File: src/design/spcph_pkg.sv
// spcph_pkg: constants, types and frame states of the programmed clock and power hold block
// assumes a 20 MHz system clock; every timing count is derived from SYS_CLK_HZ
package spcph_pkg;

  // clock rates in Hz
  localparam int unsigned SYS_CLK_HZ = 20_000_000;
  localparam int unsigned STEP_HZ = 1_200;
  localparam int unsigned MAX_HZ = 32_769_000;
  localparam int unsigned DEF_HZ = 3_686_400;

  // frequency word counts steps of STEP_HZ, nco increment is word times 2*STEP_HZ
  typedef logic [14:0] spcph_fword_t;
  typedef logic [26:0] spcph_inc_t;

  localparam spcph_fword_t FW_MAX = 15'(MAX_HZ / STEP_HZ);
  localparam spcph_fword_t FW_DEF = 15'(DEF_HZ / STEP_HZ);
  // the square wave toggles at most once per system clock
  localparam spcph_fword_t FW_PROD_MAX = 15'(SYS_CLK_HZ / (2 * STEP_HZ));
  localparam spcph_inc_t NCO_MOD = 27'(SYS_CLK_HZ);
  localparam spcph_inc_t NCO_STEP = 27'(2 * STEP_HZ);
  localparam spcph_inc_t INC_DEF = 27'(DEF_HZ * 2);

  // reference is declared lost after this long without an edge
  localparam int unsigned REF_LOSS_NS = 1_000;
  localparam logic [7:0] REF_LOSS_CYC = 8'((REF_LOSS_NS * (SYS_CLK_HZ / 1_000_000) + 999) / 1_000);

  // serial frame
  localparam logic [4:0] FRAME_MAX_BYTES = 5'h13;
  localparam int unsigned FRAME_MAX_BITS = 152;
  localparam logic [4:0] IDX_CLK_HI = 5'h01;
  localparam logic [4:0] IDX_CLK_LO = 5'h02;
  localparam logic [4:0] IDX_GCB = 5'h03;

  // general control outputs
  localparam int unsigned GCB_W = 6;
  localparam int unsigned GCB_HOLD_BIT = 2;
  localparam logic [5:0] GCB_RST = 6'h04;

  // synchroniser lanes
  localparam int unsigned SY_SCLK = 0;
  localparam int unsigned SY_MOSI = 1;
  localparam int unsigned SY_CS = 2;
  localparam int unsigned SY_REF = 3;
  localparam int unsigned SY_IGN = 4;
  localparam logic [4:0] SY_RST = 5'h04;

  // status byte returned on the slave data line
  localparam int unsigned ST_REF = 7;
  localparam int unsigned ST_FALLBACK = 6;
  localparam int unsigned ST_OVR = 5;
  localparam int unsigned ST_IGN = 4;

  // byte buffer
  localparam int unsigned FIFO_W = 8;
  localparam int unsigned FIFO_DEPTH = 16;

  typedef enum logic [1:0] {
    SPCPH_IDLE = 2'b00,
    SPCPH_ADDR = 2'b01,
    SPCPH_DATA = 2'b10,
    SPCPH_SKIP = 2'b11
  } spcph_frame_t;

endpackage

File: src/design/spcph_fifo_if.sv
// spcph_fifo_if: valid/ready byte path between the frame decoder and its buffer
// assumes both ends run on the same clock
`timescale 1ns/1ps
`default_nettype none
interface spcph_fifo_if #(parameter int W = 8) ();
  logic in_valid;
  logic in_ready;
  logic [W-1:0] in_data;
  logic out_valid;
  logic out_ready;
  logic [W-1:0] out_data;

  modport src (output in_valid, output in_data, output out_ready,
               input in_ready, input out_valid, input out_data);
  modport fifo (input in_valid, input in_data, input out_ready,
                output in_ready, output out_valid, output out_data);
endinterface
`default_nettype wire

File: src/design/spcph_fifo.sv
// spcph_fifo: synchronous first-in first-out buffer, width and depth as parameters
// assumes DEPTH is a power of two and one clock domain
`timescale 1ns/1ps
`default_nettype none
module spcph_fifo #(
  parameter int W = 8,
  parameter int DEPTH = 16
) (
  input wire logic clk,
  input wire logic rst,
  spcph_fifo_if.fifo f
);
  localparam int AW = $clog2(DEPTH);

  logic [W-1:0] mem [DEPTH];
  logic [AW:0] wr_q;
  logic [AW:0] rd_q;
  logic full;
  logic empty;
  logic push;
  logic pop;

  // extra pointer bit tells full from empty without a counter
  assign full = (wr_q[AW] != rd_q[AW]) && (wr_q[AW-1:0] == rd_q[AW-1:0]);
  assign empty = (wr_q == rd_q);
  assign f.in_ready = ~full;
  assign f.out_valid = ~empty;
  assign f.out_data = mem[rd_q[AW-1:0]];
  assign push = f.in_valid & ~full;
  assign pop = f.out_ready & ~empty;

  // storage carries no reset, only the pointers need one
  always_ff @(posedge clk) begin
    if (push) begin
      mem[wr_q[AW-1:0]] <= f.in_data;
    end
  end

  // write pointer
  always_ff @(posedge clk or posedge rst) begin
    if (rst) begin
      wr_q <= '0;
    end else if (push) begin
      wr_q <= wr_q + 1'b1;
    end
  end

  // read pointer
  always_ff @(posedge clk or posedge rst) begin
    if (rst) begin
      rd_q <= '0;
    end else if (pop) begin
      rd_q <= rd_q + 1'b1;
    end
  end
endmodule
`default_nettype wire

File: src/design/spcph_top.sv
// spcph_top: processor clock synthesiser, serial programming slave and general control outputs
// assumes all pins are asynchronous to sys_clk and the serial clock is well below sys_clk / 6
`timescale 1ns/1ps
`default_nettype none
module spcph_top
  import spcph_pkg::*;
#(
  parameter logic [7:0] DEV_ADDR = 8'h5A
) (
  input wire logic sys_clk,
  input wire logic rst,
  input wire logic ref_clk_in,
  input wire logic spi_sclk,
  input wire logic spi_mosi,
  input wire logic shared_slave_select_n,
  input wire logic ignition_off_sense,
  output logic spi_miso_o,
  output logic spi_miso_oe,
  output logic proc_clk_out,
  output logic [GCB_W-1:0] general_control_outputs,
  output logic supply_keep_output,
  output logic ref_present,
  output logic clk_fallback,
  output logic frame_overrun,
  output logic cfg_applied
);

  // frequency word is usable when non-zero, in range and within what the nco can toggle
  function automatic logic fw_producible(input spcph_fword_t fw);
    fw_producible = (fw != 15'h0000) && (fw <= FW_MAX) && (fw <= FW_PROD_MAX);
  endfunction

  function automatic spcph_inc_t nco_inc(input spcph_fword_t fw);
    nco_inc = 27'(fw) * NCO_STEP;
  endfunction
  logic [4:0] sy1_q, sy2_q, sy3_q, filt_q, prev_q;
  logic sclk_rise, sclk_fall, cs_fall, cs_rise, in_frame, mosi_f, ref_edge;
  spcph_frame_t state_q;
  logic [2:0] bit_cnt_q;
  logic [4:0] byte_cnt_q, drain_idx_q;
  logic [7:0] shift_q, byte_val, push_data_q, stg_hi_q, stg_lo_q, stg_gcb_q, ref_idle_q, miso_sh_q, status;
  logic byte_done, addr_hit, push_valid_q, overrun_q, commit_pend_q, apply_now, pop, miso_fresh_q;
  logic got_hi_q, got_lo_q, got_gcb_q, req_ok, fallback_q, cfg_applied_q, cfg_seen_q, ref_ok_q, tog, pclk_q;
  spcph_fword_t req_fw, fw_sel_q;
  logic [GCB_W-1:0] gcb_q;
  spcph_inc_t acc_q, inc_q;
  logic [27:0] nco_sum;
  spcph_fifo_if #(.W(FIFO_W)) fq ();
  spcph_fifo #(.W(FIFO_W), .DEPTH(FIFO_DEPTH)) u_fifo (
    .clk(sys_clk),
    .rst(rst),
    .f(fq.fifo)
  );
  // three-stage synchroniser on every pin; stages two and three both feed the filter
  always_ff @(posedge sys_clk or posedge rst) begin
    if (rst) begin
      sy1_q <= SY_RST;
      sy2_q <= SY_RST;
      sy3_q <= SY_RST;
    end else begin
      sy1_q <= {ignition_off_sense, ref_clk_in, shared_slave_select_n, spi_mosi, spi_sclk};
      sy2_q <= sy1_q;
      sy3_q <= sy2_q;
    end
  end

  // a lane changes only once stages two and three agree
  always_ff @(posedge sys_clk or posedge rst) begin
    if (rst) begin
      filt_q <= SY_RST;
      prev_q <= SY_RST;
    end else begin
      filt_q <= (filt_q & (sy2_q ^ sy3_q)) | (sy2_q & ~(sy2_q ^ sy3_q));
      prev_q <= filt_q;
    end
  end

  assign sclk_rise = filt_q[SY_SCLK] & ~prev_q[SY_SCLK];
  assign sclk_fall = ~filt_q[SY_SCLK] & prev_q[SY_SCLK];
  assign cs_fall = ~filt_q[SY_CS] & prev_q[SY_CS];
  assign cs_rise = filt_q[SY_CS] & ~prev_q[SY_CS];
  assign in_frame = ~filt_q[SY_CS];
  assign mosi_f = filt_q[SY_MOSI];
  assign ref_edge = filt_q[SY_REF] ^ prev_q[SY_REF];

  // data is sampled on the serial clock rising edge, msb first
  assign byte_done = sclk_rise & in_frame & (bit_cnt_q == 3'h7);
  assign byte_val = {shift_q[6:0], mosi_f};
  assign addr_hit = (byte_val == DEV_ADDR);

  // frame state: the first byte is the address, a mismatch skips to chip select release
  always_ff @(posedge sys_clk or posedge rst) begin
    if (rst) begin
      state_q <= SPCPH_IDLE;
    end else if (cs_fall) begin
      state_q <= SPCPH_ADDR;
    end else if (cs_rise) begin
      state_q <= SPCPH_IDLE;
    end else if (byte_done && state_q == SPCPH_ADDR) begin
      state_q <= addr_hit ? SPCPH_DATA : SPCPH_SKIP;
    end
  end

  // bit and byte counters; bytes beyond the frame limit are counted no further
  always_ff @(posedge sys_clk or posedge rst) begin
    if (rst) begin
      bit_cnt_q <= 3'h0;
      byte_cnt_q <= 5'h00;
      shift_q <= 8'h00;
    end else if (cs_fall) begin
      bit_cnt_q <= 3'h0;
      byte_cnt_q <= 5'h00;
    end else if (sclk_rise && in_frame) begin
      shift_q <= byte_val;
      bit_cnt_q <= bit_cnt_q + 3'h1;
      if (byte_done && byte_cnt_q < FRAME_MAX_BYTES) begin
        byte_cnt_q <= byte_cnt_q + 5'h01;
      end
    end
  end

  // data bytes of a matched frame go into the buffer, the 19th byte is the last taken
  always_ff @(posedge sys_clk or posedge rst) begin
    if (rst) begin
      push_valid_q <= 1'b0;
      push_data_q <= 8'h00;
    end else begin
      push_valid_q <= byte_done && state_q == SPCPH_DATA && byte_cnt_q < FRAME_MAX_BYTES;
      if (byte_done) begin
        push_data_q <= byte_val;
      end
    end
  end

  assign fq.in_valid = push_valid_q;
  assign fq.in_data = push_data_q;

  // a byte the full buffer cannot take is dropped and flagged; the set wins over the clear
  always_ff @(posedge sys_clk or posedge rst) begin
    if (rst) begin
      overrun_q <= 1'b0;
    end else if (push_valid_q && !fq.in_ready) begin
      overrun_q <= 1'b1;
    end else if (cs_fall) begin
      overrun_q <= 1'b0;
    end
  end

  // commit waits for the buffer to drain so the last byte of the frame is included
  assign apply_now = commit_pend_q & ~fq.out_valid & ~push_valid_q;
  assign fq.out_ready = ~apply_now;
  assign pop = fq.out_valid & fq.out_ready;

  always_ff @(posedge sys_clk or posedge rst) begin
    if (rst) begin
      commit_pend_q <= 1'b0;
    end else if (cs_rise && state_q == SPCPH_DATA) begin
      commit_pend_q <= 1'b1;
    end else if (apply_now) begin
      commit_pend_q <= 1'b0;
    end
  end

  // staging copy is filled while the frame runs and never drives the outputs directly
  always_ff @(posedge sys_clk or posedge rst) begin
    if (rst) begin
      drain_idx_q <= IDX_CLK_HI;
      stg_hi_q <= 8'h00;
      stg_lo_q <= 8'h00;
      stg_gcb_q <= 8'h00;
      got_hi_q <= 1'b0;
      got_lo_q <= 1'b0;
      got_gcb_q <= 1'b0;
    end else if (apply_now) begin
      drain_idx_q <= IDX_CLK_HI;
      got_hi_q <= 1'b0;
      got_lo_q <= 1'b0;
      got_gcb_q <= 1'b0;
    end else if (pop) begin
      if (drain_idx_q < FRAME_MAX_BYTES) begin
        drain_idx_q <= drain_idx_q + 5'h01;
      end
      if (drain_idx_q == IDX_CLK_HI) begin
        stg_hi_q <= fq.out_data;
        got_hi_q <= 1'b1;
      end
      if (drain_idx_q == IDX_CLK_LO) begin
        stg_lo_q <= fq.out_data;
        got_lo_q <= 1'b1;
      end
      if (drain_idx_q == IDX_GCB) begin
        stg_gcb_q <= fq.out_data;
        got_gcb_q <= 1'b1;
      end
    end
  end

  assign req_fw = {stg_hi_q[6:0], stg_lo_q};
  assign req_ok = ~stg_hi_q[7] & fw_producible(req_fw);

  // frequency select; a word that cannot be made falls back to the power-up default
  always_ff @(posedge sys_clk or posedge rst) begin
    if (rst) begin
      fw_sel_q <= FW_DEF;
      fallback_q <= 1'b0;
    end else if (apply_now && got_hi_q && got_lo_q) begin
      fw_sel_q <= req_ok ? req_fw : FW_DEF;
      fallback_q <= ~req_ok;
    end
  end

  // general control outputs; power hold comes up set so the supply latches on
  always_ff @(posedge sys_clk or posedge rst) begin
    if (rst) begin
      gcb_q <= GCB_RST;
    end else if (apply_now && got_gcb_q) begin
      gcb_q <= stg_gcb_q[GCB_W-1:0];
    end
  end

  always_ff @(posedge sys_clk or posedge rst) begin
    if (rst) begin
      cfg_applied_q <= 1'b0;
      cfg_seen_q <= 1'b0;
    end else begin
      cfg_applied_q <= apply_now;
      cfg_seen_q <= cfg_seen_q | apply_now;
    end
  end

  // reference watchdog: the synthesiser runs only while reference edges keep arriving
  always_ff @(posedge sys_clk or posedge rst) begin
    if (rst) begin
      ref_idle_q <= 8'h00;
      ref_ok_q <= 1'b0;
    end else begin
      ref_idle_q <= ref_edge ? 8'h00 : (ref_idle_q < REF_LOSS_CYC ? ref_idle_q + 8'h01 : ref_idle_q);
      ref_ok_q <= ref_edge | (ref_ok_q & (ref_idle_q < REF_LOSS_CYC));
    end
  end

  // phase accumulator modulo the system clock rate gives exact 1200 Hz steps on average;
  // the edges carry one system clock of jitter, the price of a purely synchronous design
  assign nco_sum = {1'b0, acc_q} + {1'b0, inc_q};
  assign tog = ref_ok_q & (nco_sum >= {1'b0, NCO_MOD});

  always_ff @(posedge sys_clk or posedge rst) begin
    if (rst) begin
      acc_q <= '0;
      inc_q <= INC_DEF;
      pclk_q <= 1'b0;
    end else if (ref_ok_q) begin
      if (tog) begin
        acc_q <= 27'(nco_sum - {1'b0, NCO_MOD});
        pclk_q <= ~pclk_q;
        inc_q <= nco_inc(fw_sel_q);
      end else begin
        acc_q <= nco_sum[26:0];
      end
    end
  end

  // status byte loads at each byte boundary of an addressed frame and shifts out on falling serial clock edges
  assign status = {ref_ok_q, fallback_q, overrun_q, filt_q[SY_IGN], 4'h0};

  always_ff @(posedge sys_clk or posedge rst) begin
    if (rst) begin
      miso_sh_q <= 8'h00;
      miso_fresh_q <= 1'b0;
    end else if (byte_done && ((state_q == SPCPH_ADDR && addr_hit) || state_q == SPCPH_DATA)) begin
      miso_sh_q <= status;
      miso_fresh_q <= 1'b1;
    end else if (sclk_fall && in_frame) begin
      if (miso_fresh_q) begin
        miso_fresh_q <= 1'b0; // msb must stay for the host's next rising edge
      end else begin
        miso_sh_q <= {miso_sh_q[6:0], 1'b0};
      end
    end
  end

  assign spi_miso_o = miso_sh_q[7];
  assign spi_miso_oe = (state_q == SPCPH_DATA) & in_frame; // released with select, a cycle before the state
  assign proc_clk_out = pclk_q;
  assign general_control_outputs = gcb_q;
  assign supply_keep_output = gcb_q[GCB_HOLD_BIT];
  assign ref_present = ref_ok_q;
  assign clk_fallback = fallback_q;
  assign frame_overrun = overrun_q;
  assign cfg_applied = cfg_applied_q;
endmodule
`default_nettype wire

File: config.mk
export PLATFORM = sky130hd
export DESIGN_NAME = spcph_top
export DESIGN_NICKNAME = d
export VERILOG_FILES = /design/src/design/spcph_pkg.sv /design/src/design/spcph_fifo_if.sv /design/src/design/spcph_fifo.sv /design/src/design/spcph_top.sv
export SDC_FILE = /design/constraint.sdc
export NUM_CORES = 1
export LEC_CHECK = 0
export BUFFER_PORTS_ARGS = -buffer_cell sky130_fd_sc_hd__buf_2
export CAP_MARGIN = 5
export CORE_UTILIZATION = 64
export DETAILED_ROUTE_END_ITERATION = 7
export GPL_TIMING_DRIVEN = 0
export PLACE_DENSITY = 0.91
export REMOVE_ABC_BUFFERS = 1
export SLEW_MARGIN = 20
export SYNTH_ARGS = -nofsm -noshare
export SYNTH_HDL_FRONTEND = slang
export SYNTH_HIERARCHICAL = 1
export SYNTH_SLANG_ARGS = --single-unit
File: constraint.sdc
create_clock -name sys_clk -period 6.4 [get_ports sys_clk]
set_input_delay 1.28 -clock sys_clk [delete_from_list [all_inputs] [get_ports sys_clk]]
set_output_delay 1.28 -clock sys_clk [all_outputs]
set_load 0.005 [all_outputs]
======== Word level (Yosys, flattened, before mapping) ========
Memories as Yosys holds them, arrays and structs flattened.
Cells that the tools add are included.
W data, S select, Z words.
operators by class
  multipliers ............................. 1
  reductions and logical operators ........ 41
  bitwise operators ....................... 33
  multiplexer cells ....................... 36
  $add $sub $neg .......................... 8
  equality and inequality tests ........... 11
  $lt $le $gt $ge ......................... 6
operators by type and width
  kind                      count
  $mux W8                   5
  $mux W5                   6
  $add A27 B27 Y28          1
  $ge A28 B25 Y1 const B    1
  $mux W27                  1
  $sub A27 B25 Y27 const B  1
  $mul A15 B7 Y22 const B   1
  $reduce_bool A2 Y1        11
  $add A5 B1 Y5 const B     4
  $mux W1                   18
  $logic_and A1 B1 Y1       16
  $reduce_and A2 Y1         8
  $le A15 B14 Y1 const B    1
  $le A15 B15 Y1 const B    1
  $mux W15                  1
  $reduce_bool A15 Y1       1
  $and A1 B1 Y1             14
  $not A1 Y1                12
  $and A5 B5 Y5             2
  $eq A5 B2 Y1 const B      2
  $lt A5 B5 Y1 const B      2
  $reduce_and A3 Y1         3
  $add A8 B1 Y8 const B     1
  $eq A8 B7 Y1 const B      1
  19 further kinds          22
storage, ports and cells
  memory bits (writable) .................. 128
  word-level logic and storage cells ...... 170
  bits of input ports ..................... 7
  output and inout bits ................... 14
  flip-flop bits (word level) ............. 183
  memories kept ........................... 1
memories
  memory      depth  bits a word  read ports  clocked after memory_dff  write ports  RTL line          RTL
  u_fifo.mem  16     8            1           0                         1            spcph_fifo.sv:15  logic [W-1:0] mem [DEPTH];

======== Logic depth before layout (Yosys ltp) ========
Gate-level depths: netlist of the first run.
  depth after elaboration ................. 8
  mapped depth ............................ 17
  gate-level depth less buffers ........... 17

======== Hierarchy ========
The synthesis of the first run kept the hierarchy.
modules (own cells, without submodules)
  module      cells each  area an instance (um^2)  seq. area each (um^2)  times used
  spcph_top   954         10,028.4                 4,095.2                1
  spcph_fifo  292         5,689.2                  4,093.9                1

======== Worst setup path before layout of the first run ========
No wires, ideal clock.
  kind .................................... register to register
  start point ............................. register fw_sel_q[5]
  end point ............................... register inc_q[24]
  library setup time ...................... 0.088 ns
  cell stages (with the launch flop) ...... 18
  arrival time ............................ 4.050 ns
  slack ................................... 2.262 ns
  data required time ...................... 6.312 ns
  period minus slack after synthesis ...... 4.138 ns
  buffers on the path ..................... 0
  cells stage by stage .................... dfrtp_1 -> ha_1 -> ha_1 -> fa_1 -> inv_1 -> fa_1 -> inv_1 -> ha_1 -> inv_1 -> o22ai_1 -> a41oi_1 -> nor4b_1 -> o311ai_0 -> a21oi_1 -> o21bai_1 -> nand3_1 -> o32a_1 -> a41oi_1
on the way
  longest elaborated chain between the ends .. 1
RTL lines
  what                    RTL line          RTL
  start, declared         spcph_top.sv:44   spcph_fword_t req_fw, fw_sel_q;
  start signal, assigned  spcph_top.sv:207  fw_sel_q <= req_ok ? req_fw : FW_DEF;
  $mul A15 B7 Y22         spcph_top.sv:34   nco_inc = 27'(fw) * NCO_STEP;
  end signal, assigned    spcph_top.sv:256  inc_q <= nco_inc(fw_sel_q);
  end, declared           spcph_top.sv:46   spcph_inc_t acc_q, inc_q;
No other way between the ends.
A chain may end at the register's enable or synchronous reset.

======== Worst setup path after layout of the first run ========
  start point ............................. register u_fifo.rd_q[3]
  end point ............................... register fw_sel_q[6]
on the way
  longest elaborated chain between the ends .. 5
RTL lines
  what                               RTL line          RTL
  start, declared                    spcph_fifo.sv:17  logic [AW:0] rd_q;
  start signal, assigned             spcph_fifo.sv:53  rd_q <= rd_q + 1'b1;
  $eq A5 B5 Y1                       spcph_fifo.sv:25  assign empty = (wr_q == rd_q);
  $and A1 B1 Y1 (2 in series)        spcph_top.sv:150  assign apply_now = commit_pend_q & ~fq.out_valid & ~push_valid_q;
  named net apply_now                spcph_top.sv:42   logic byte_done, addr_hit, push_valid_q, overrun_q, commit_pend_q, apply_now, pop, miso_fresh_q;
  $logic_and A1 B1 Y1 (2 in series)  spcph_top.sv:206  end else if (apply_now && got_hi_q && got_lo_q) begin
The timed path passes the listed nets, and every way through them passes these cells.

==> run_results.csv, run 1 <==
group,metric,value,unit
global_route,grt-ovfl-total,0,
critical_path,reg2reg_setup_slack,1.44,ns
clock_tree,cts.hold.buffers_added,0,
global_route,gr-max-usage-layer,"met2",
detailed_routing,wirelength,36.97,mm
timing,hold_viol_final,0,
yosys,yosysTopAreaCell,"dfrtp_1",
global_route,grt_pass1_wl,59.11,mm
critical_path,critPathLaunch,"u_fifo/rd_q[3]",
worst_hold_path,holdPathStages,0,
run_status,status,"completed",
yosys,synth_top_area_share,25.47,%
timing,slew_headroom,23.00,%
critical_path,cp_data_arrival_time,5.42,ns
floorplan,die_y,158.7,um
layout,area_growth,8.988,%
critical_path,rr_worst_depth,11,
yosys,yosys.cell_types.count,89,
timing,fin_crit_sh,77.57,%
global_route,grtUsageMet3,5.016,%
yosys,yosys_register_bits,301,
critical_path,required,6.86,ns
yosys,synth_edf_count,128,
timing,worstMarginPinSlew,1.155,ns
critical_path,crit_top_cell,"nand2_1",
worst_hold_path,hp-class,"reg2reg",
critical_path,cp_slowest_stage_delay,1.03,ns
worst_hold_path,holdPathEnd,"sy2_q[4]",
yosys,ys_warn_count,6,
detailed_routing,wl_per_cell,23.06,um
job,maxCapViolations,0,
critical_path,crit_path_start_kind,"flip-flop",
place,place_congestion,0.9158,
worst_hold_path,hp-start,"sy1_q[4]",
yosys,synth-simple-area-share,8.335,%
critical_path,cp_slowest_cell,"dfrtp_1",
clock_tree,post_cts_buffers,0,
timing,rsz0062_at_grt,"no",
critical_path,critical_path.cell_chain,"xnor2_2 -> and4_1 -> nand2_1 -> nand3b_1 -> inv_1 -> nand3_1 -> or3_1 -> a221oi_2 -> buf_4 -> nand2_1 -> o21ai_0",
yosys,synthTopCellsByArea,"dfrtp_1 25%, edfxtp_1 24%, ha_1 7.6%",
global_route,grt_pass1_vias,10880,
layout,drive_above_1_share,15.58,%
floorplan,die_w,158.7,um
global_route,grt_start_max_net_pins,84,
yosys,synthArstFlopShare,57.48,%
critical_path,path_max_fanout,20,
yosys,synthAdderAreaFrac,10.68,%
timing,fin_tns_setup,0,ns
yosys,netlist_area,0.01572,mm2
global_route,antenna_found_initial,1,
place,hpwl,22.65,mm
critical_path,rr_endpoint,"fw_sel_q[6]",
floorplan,start_util,66.17,%
critical_path,r2r-start,"u_fifo/rd_q[3]",
clock_tree,clock_sinks,301,
clock_tree,cts_made_buffers,30,
yosys,synth.most_common_cell,"dfrtp_1",
clock_tree,cts_root_buf,"clkbuf_16",
clock_tree,cts-htree-levels,1,
timing,max_clock_freq,201.4,MHz
detailed_routing,drcViolationCount,0,
floorplan,rows,56,
floorplan,core_area,0.02375,mm2
clock_tree,cts_resized,0,
critical_path,crit_type,"reg2reg",
detailed_routing,drtAntennaViolNets,0,
global_route,met1_usage,38.72,%
timing,fin_skew,0.02525,ns
detailed_routing,first_pass_iters,7,
yosys,netlist_instances,1246,
layout,num-nets-final,1385,
layout,antenna_cells,0,
critical_path,setup.worst_path.end_class,"flip-flop",
yosys,syn_avg_cell_area,12.61,um2
yosys,synth.area.mux_share,10.83,%
yosys,synth_common_cells,"160 x dfrtp_1, 128 x edfxtp_1, 99 x inv_1",
yosys,synth_top_family_by_area,"multiplexers",
floorplan,io_pins,21,
clock_tree,clkSlewWorstSetupHoldPaths,0.07,ns
timing,fin_crit,4.965,ns
yosys,yosys.area_share.xor_xnor,3.455,%
detailed_routing,drtIter0Drc,1067,
floorplan,dieArea,0.02519,mm2
critical_path,crit_family,"simple AND/OR/NAND/NOR gates",
place,portBuffers,20,
detailed_routing,via_per_inst,6.673,
timing,finalMaxSlewViolations,0,
yosys,ys_seq_area_share,52.10,%
yosys,synth-compound-area-share,10.69,%
clock_tree,clk_latency,0.58,ns
critical_path,path_buf_inv,2,
power_and_ir_drop,power_density,298.0,mW/mm2
timing,holdWs,0.3488,ns
yosys,synth_flop_cell,"dfrtp_1",
global_route,use_met2,48.92,%
timing,final-setup-viol-count,0,
power_and_ir_drop,ir_drop,0.2801,mV
global_route,grt_use_total,29.85,%
clock_tree,ctsLongestPathBuffers,3,
clock_tree,cts_tree,"done",
power_and_ir_drop,p_leak,7.384,nW
detailed_routing,vias,10700,
-- flip-flops by register name (all words and copies together), names as in the netlist, 6 cells and up, named ones only --
register and count:
u_fifo/mem 128, acc_q 22, inc_q 22, fw_sel_q 15, fq.in_data 8, ref_idle_q 8
stg_hi_q 8, stg_lo_q 8, shift_q 7, general_control_outputs 6, stg_gcb_q 6
-- per-stage QoR --
stage                     utilization, %  area, um2  total power [mW]  cells  worst slack [ns]
after global routing               72.12      17130             5.304   1603             1.290
final                              72.12      17130             5.104   1603             1.435
after CTS                          72.03      17110             5.094   1603             1.664
after detailed placement           67.71      16080             3.286   1548             1.731
after floorplan                        -      15480             3.060   1204            0.7365
after global placement             67.27      15980             3.218   1543            -1.052
-- layout make-up --
class / count / area, um2
Clock buffer: 37 / 838.3
Multi-Input combinational cell: 803 / 6942
Tap cell: 319 / 399.1
Inverter: 100 / 382.9
Fill cell: 1340 / 6623
Timing Repair Buffer: 25 / 186.4
Sequential cell: 301 / 8193
Clock inverter: 18 / 188.9
-- layer usage --
metal	vias to the layer above	part of all wire, %
met5	-	0
met1	5308	38
met3	161	8.0
met2	592	48
li1	4636	-
met4	0	5.1
-- where the power goes --
group / leakage, nW / internal (mW) / switching (mW)
registers: 3.30 / 2.12 / 0.0937
logic: 3.58 / 0.438 / 0.629
clock network: 0.500 / 1.05 / 0.766
-- worst max path at each step --
| stage | to | slack (ns) | depth (start not counted) |
|---|---|---|---|
| detailed placement | inc_q[6] | 1.73 | 16 |
| finish | fw_sel_q[6] | 1.44 | 11 |
| global placement | inc_q[25] | -1.05 | 2 |
| global route | inc_q[26] | 1.29 | 17 |
| CTS | inc_q[14] | 1.66 | 16 |
| floorplan | asynchronous set/reset pin | 0.74 | 1 |
-- cell families after synthesis --
| family | count (synthesis) |
|---|---|
| flip-flops | 301 |
| AND/OR/NAND/NOR | 261 |
| AO/OA/AOI/OAI | 235 |
| buffers and inverters | 142 |
| multiplexers | 129 |
| adder cells (fa/ha/maj) | 122 |
| XOR/XNOR | 56 |
-- placed cells by master (no fill, tap or decap), types with 8 or more instances in the layout --
cell	n
o21ai_1	13
xor2_1	16
a21o_1	20
fa_1	22
inv_1	98
a32oi_1	8
ha_1	95
o21ai_0	28
nand3_1	24
and3_1	13
a22oi_1	12
mux2_1	19
mux2i_1	34
mux2_2	51
a21oi_1	47
o211ai_1	17
nor2b_1	11
clkbuf_16	31
mux4_2	19
nand2_1	67
clkinv_2	8
nand4_1	9
edfxtp_1	128
a31oi_1	17
nor3_1	16
buf_2	20
nor2_1	67
xnor2_1	33
dfrtp_1	157
dfstp_2	13
No activity file was read; power rests on OpenSTA's default activity.
==> inputs of run 2 (changes only) <==
Clock period 6.4 ns to 4.9 ns, I/O delays scaled along.
==> run 2 against run 1 <==
Net effect: global-route usage did not move; sequential power up 31%; critical path depth grew 6; sequential share of layout area fell by 0.22 points; worst setup slack lost 1.1 ns; non-clock buffer count grew 8; first-iteration DRC count up 19%; clock skew up 0.0050 ns; via count up 0.67%; power increased by 31%; largest cell class unchanged; combinational power up 34%.
==> run_results.csv, run 2 (same netlist as run 1, synthesis figures left out) <==
group,metric,value,unit
run_status,status,"completed",
clock_tree,clk_latency,0.58,ns
timing,fin_crit_sh,94.04,%
timing,finalMaxSlewViolations,0,
power_and_ir_drop,ir_drop,0.3659,mV
clock_tree,cts_made_buffers,30,
place,portBuffers,20,
detailed_routing,first_pass_iters,6,
layout,most-common-layout-cells,"156 x dfrtp_1, 128 x edfxtp_1, 98 x inv_1",
timing,slew_headroom,19.80,%
floorplan,die_w,158.7,um
place,placed_area,0.01608,mm2
floorplan,die_y,158.7,um
detailed_routing,via_per_inst,6.685,
worst_hold_path,hp-class,"reg2reg",
global_route,grt_start_max_net_pins,84,
clock_tree,cts_tree,"done",
critical_path,crit_type,"reg2reg",
layout,fin_cells,1611,
clock_tree,cts.hold.buffers_added,0,
critical_path,rr_worst_depth,17,
clock_tree,clkSlewWorstSetupHoldPaths,0.06,ns
critical_path,critPathLaunch,"fw_sel_q[5]",
critical_path,reg2reg_setup_slack,0.29,ns
critical_path,setup.worst_path.end_class,"flip-flop",
layout,num-nets-final,1393,
timing,final-setup-viol-count,0,
critical_path,r2r-start,"fw_sel_q[5]",
power_and_ir_drop,seqPwrFrac,43.2,%
clock_tree,cts-htree-levels,1,
timing,fin_tns_setup,0,ns
place,place_congestion,0.9158,
power_and_ir_drop,p_leak,7.439,nW
layout,layout_commonest_cell,"dfrtp_1",
detailed_routing,drcViolationCount,0,
detailed_routing,drtAntennaViolNets,0,
detailed_routing,wirelength,37.50,mm
global_route,grt_pass1_wl,59.11,mm
layout,largest_reg_flops,128,
global_route,grt_use_total,29.85,%
critical_path,cp_data_arrival_time,5.07,ns
timing,setup_slack,0.2920,ns
global_route,antenna_found_initial,1,
power_and_ir_drop,p_int,4.748,mW
detailed_routing,wl_per_cell,23.28,um
power_and_ir_drop,p_sw,1.953,mW
power_and_ir_drop,comb_power_share,21.4,%
detailed_routing,vias,10770,
global_route,grt-ovfl-total,0,
clock_tree,ctsLongestPathBuffers,3,
layout,fillers,1332,
place,hpwl,22.65,mm
power_and_ir_drop,swShare,29.14,%
critical_path,path_max_fanout,5,
timing,fin_skew,0.03026,ns
floorplan,io_pins,21,
global_route,grt_pass1_vias,10880,
layout,stdcell_area,0.01721,mm2
job,maxCapViolations,0,
floorplan,core_area,0.02375,mm2
power_and_ir_drop,p_clk_share,35.4,%
floorplan,start_util,66.17,%
floorplan,rows,56,
timing,worstMarginPinSlew,1.203,ns
place,dpl.cell_count,1548,
critical_path,rr_endpoint,"inc_q[24]",
critical_path,crit_path_start_kind,"flip-flop",
layout,antenna_cells,0,
layout,drive_above_1_share,16.33,%
critical_path,endpoint,"inc_q[24]",
timing,fin_crit,4.608,ns
timing,max_clock_freq,217.0,MHz
layout,multi_input_area,0.006960,mm2
power_and_ir_drop,power_density,389.4,mW/mm2
critical_path,required,5.37,ns
timing,hold_viol_final,0,
clock_tree,cts_root_buf,"clkbuf_16",
floorplan,dieArea,0.02519,mm2
layout,area_growth,9.497,%
detailed_routing,drtIter0Drc,1272,
layout,final_util,72.46,%
layout,regArea,0.008194,mm2
place,dpl_worst_slack,0.2310,ns
clock_tree,clock_sinks,301,
[run 2: cell types whose count changed in the layout (fill, tap and decap cells not counted), sizes merged]
cell  change
buf       +8
[run 2: worst min-delay path by stage]
stage | endpoint | startpoint | cells after the start | slack (ns)
after detailed placement | sy2_q[4] | sy1_q[4] | 0 | 0.34
after global routing | sy2_q[2] | sy1_q[2] | 0 | 0.37
after floorplan | sy2_q[0] | sy1_q[0] | 0 | 0.33
after CTS | sy2_q[4] | sy1_q[4] | 0 | 0.35
after global placement | sy2_q[4] | sy1_q[4] | 0 | 0.33
final | sy2_q[4] | sy1_q[4] | 0 | 0.35
[run 2: layout make-up]
cell class              instances  share of cell area (%)
inverters                     100                   2.225
flip-flops and latches        301                   47.61
multi-input cells             803                   40.44
clock buffers                  37                   4.871
well taps                     319                   2.319
clock inverters                18                   1.098
repair buffers                 33                   1.432
[run 2: power by group through the flow]
stage,sequential [mW],combinational [mW],clock [mW]
CTS,2.89,1.38,2.38
finish,2.90,1.43,2.37
floorplan,2.89,1.10,0
global placement,2.93,1.28,0
global route,2.91,1.59,2.47
detailed placement,2.93,1.36,0
[run 2: what timing repair did]
| item | CTS | global route |
|---|---|---|
| setup buffers | 0 | 8 |
| resized for setup | 0 | 5 |
| endpoints found under the setup margin | 0 | 34 |
[run 2: routing by layer]
| metal | share of wire, % | vias to the layer above | track usage, % | wire length [um] |
|---|---|---|---|---|
| met2 | 49 | 644 | 48.92 | 18260 |
| met3 | 8.7 | 168 | 5.016 | 3268 |
| li1 | - | 4642 | - | - |
| met5 | 0 | - | 0 | 0 |
| met1 | 37 | 5315 | 38.72 | 14030 |
| met4 | 5.2 | 0 | 14.70 | 1940 |
[run 2: stage by stage]
stage                     power, mW  hold WS [ns]
after floorplan               3.997        0.3312
after global placement        4.203        0.3344
after detailed placement      4.292        0.3396
after CTS                     6.654        0.3543
after global routing          6.968        0.3653
final                         6.701        0.3502
[run 2: worst max-delay path: stages (launching register included)]
cell and delay, ns:
dfrtp_1 0.45, ha_1 0.34, ha_1 0.31, fa_1 0.54
inv_1 0.06, fa_1 0.51, inv_1 0.05, ha_1 0.37
inv_1 0.07, o22ai_1 0.19, a41oi_1 0.11, nor4b_4 0.20
o311ai_1 0.33, a21oi_1 0.17, o21bai_2 0.19, nand3_1 0.13
o32a_1 0.30, a41oi_1 0.20
==> inputs of run 3 (changes only) <==
Settings changed: RECOVER_POWER set to 50.
==> run 3 against run 2 <==
Net effect: the flow now finishes with violations (max-capacitance violations, max-slew violations); critical path type unchanged; die area did not move; worst setup slack worse by 0.0028 ns; power is essentially flat; via count grew 0.41%; critical path depth unchanged; count of clock-buffer cells in the layout is the same; sequential power about the same; largest cell class unchanged; sequential share of layout area hardly changed; fmax about the same; clock power is essentially flat; largest power group unchanged; wire length is 0.31% higher; worst hold slack better by 0.00064 ns.
==> run_results.csv, run 3 (same netlist as run 1, synthesis figures left out) <==
group,metric,value,unit
worst_hold_path,hp-class,"reg2reg",
power_and_ir_drop,finalPower,6.697,mW
timing,fin_tns_setup,0,ns
layout,largest_reg_flops,128,
timing,final-setup-viol-count,0,
critical_path,path_buf_inv,3,
timing,setup_slack,0.2892,ns
timing,finalMaxSlewViolations,81,
detailed_routing,drtIter0Drc,1308,
global_route,grt_pass1_vias,10880,
global_route,antenna_found_initial,1,
floorplan,start_util,66.17,%
floorplan,core_area,0.02375,mm2
critical_path,rr_endpoint,"inc_q[24]",
critical_path,setup.worst_path.end_class,"flip-flop",
place,hpwl,22.65,mm
power_and_ir_drop,p_sw,1.948,mW
place,portBuffers,20,
clock_tree,cts_tree,"done",
timing,holdWs,0.3509,ns
run_status,failed_checks,"max-capacitance violations, max-slew violations",
detailed_routing,wl_per_cell,23.35,um
floorplan,io_pins,21,
critical_path,critPathLaunch,"fw_sel_q[5]",
floorplan,dieArea,0.02519,mm2
clock_tree,cts-htree-levels,1,
clock_tree,clk_latency,0.57,ns
global_route,grt_pass1_wl,59.11,mm
layout,area_growth,9.433,%
place,dpl.cell_count,1548,
critical_path,path_max_fanout,5,
timing,slew_headroom,-103.6,%
power_and_ir_drop,p_clk_share,35.3,%
detailed_routing,drtAntennaViolNets,0,
job,maxCapViolations,1,
power_and_ir_drop,comb_power_share,21.4,%
layout,fin_cells,1611,
clock_tree,cts_made_buffers,30,
power_and_ir_drop,swShare,29.09,%
place,place_congestion,0.9158,
layout,stdcell_area,0.01720,mm2
clock_tree,clock_sinks,301,
timing,fin_skew,0.02404,ns
power_and_ir_drop,ir_drop,0.3647,mV
power_and_ir_drop,p_int,4.749,mW
layout,num-nets-final,1393,
detailed_routing,via_per_inst,6.712,
critical_path,endpoint,"inc_q[24]",
layout,layout_commonest_cell,"dfrtp_1",
critical_path,cp_slowest_cell,"fa_1",
timing,fin_crit_sh,94.10,%
clock_tree,clkSlewWorstSetupHoldPaths,0.06,ns
run_status,status,"complete, but fails checks",
global_route,grt_start_max_net_pins,84,
place,placed_area,0.01608,mm2
critical_path,r2r-start,"fw_sel_q[5]",
floorplan,rows,56,
power_and_ir_drop,p_leak,7.434,nW
critical_path,path_depth,17,
critical_path,cp_slowest_stage_delay,0.54,ns
clock_tree,cts_root_buf,"clkbuf_16",
critical_path,required,5.36,ns
detailed_routing,drcViolationCount,0,
timing,max_clock_freq,216.9,MHz
critical_path,cp_data_arrival_time,5.07,ns
critical_path,crit_type,"reg2reg",
power_and_ir_drop,seqPwrFrac,43.3,%
critical_path,rr_worst_depth,17,
worst_hold_path,holdPathStages,0,
clock_tree,ctsLongestPathBuffers,3,
timing,fin_crit,4.611,ns
detailed_routing,vias,10810,
layout,drive_above_1_share,15.94,%
global_route,grt-ovfl-total,0,
critical_path,critical_path.cell_chain,"ha_1 -> ha_1 -> fa_1 -> inv_1 -> fa_1 -> inv_1 -> ha_1 -> inv_1 -> o22ai_1 -> a41oi_1 -> nor4b_4 -> o311ai_1 -> a21oi_1 -> o21bai_2 -> nand3_1 -> o32a_1 -> a41oi_1",
timing,hold_viol_final,0,
layout,antenna_cells,0,
critical_path,crit_path_start_kind,"flip-flop",
floorplan,die_y,158.7,um
layout,final_util,72.41,%
power_and_ir_drop,power_density,389.3,mW/mm2
floorplan,die_w,158.7,um
layout,most-common-layout-cells,"157 x dfrtp_1, 128 x edfxtp_1, 99 x inv_1",
timing,worstMarginPinSlew,3.054,ns
detailed_routing,first_pass_iters,5,
worst_hold_path,hp-start,"sy1_q[4]",
layout,fillers,1335,
critical_path,reg2reg_setup_slack,0.29,ns
critical_path,crit_family,"adder cells",
global_route,grt_use_total,29.85,%
detailed_routing,wirelength,37.61,mm
place,dpl_worst_slack,0.2310,ns
## run 3: worst min-delay path by stage
| stage | endpoint | slack, ns |
|---|---|---|
| final | sy2_q[4] | 0.35 |
| after global placement | sy2_q[4] | 0.33 |
| after floorplan | sy2_q[0] | 0.33 |
| after CTS | sy2_q[4] | 0.35 |
| after detailed placement | sy2_q[4] | 0.34 |
| after global routing | sy2_q[3] | 0.37 |
## run 3: layout make-up
type,instances,area (um2),area share (%)
sequential,301,8193,47.63
clock buffer,37,838.3,4.874
clock inverter,18,188.9,1.098
timing repair buffer,33,245.2,1.426
multi-input combinational,803,6960,40.47
tap,319,399.1,2.321
inverter,100,375.4,2.182
## run 3: metal layers
layer  track usage (%)  part of all wire [%]  vias up
li1                  -                     -     4639
met1             38.72                    38     5325
met2             48.92                    49      678
met3             5.016                   8.6      171
met4             14.70                   5.2        0
met5                 0                     0        -
## run 3: what timing repair did
item / 4_1_cts / 5_1_grt
setup buffers: 0 / 8
gates resized for setup: 0 / 5
setup endpoints to repair: 0 / 34
hold buffers: 0 / 0
## run 3: power by group through the flow
stage	combinational [mW]	sequential [mW]	clock [mW]
after global placement	1.28	2.93	0
after detailed placement	1.36	2.93	0
after floorplan	1.10	2.89	0
final	1.43	2.90	2.37
after CTS	1.38	2.89	2.38
after global routing	1.59	2.91	2.47
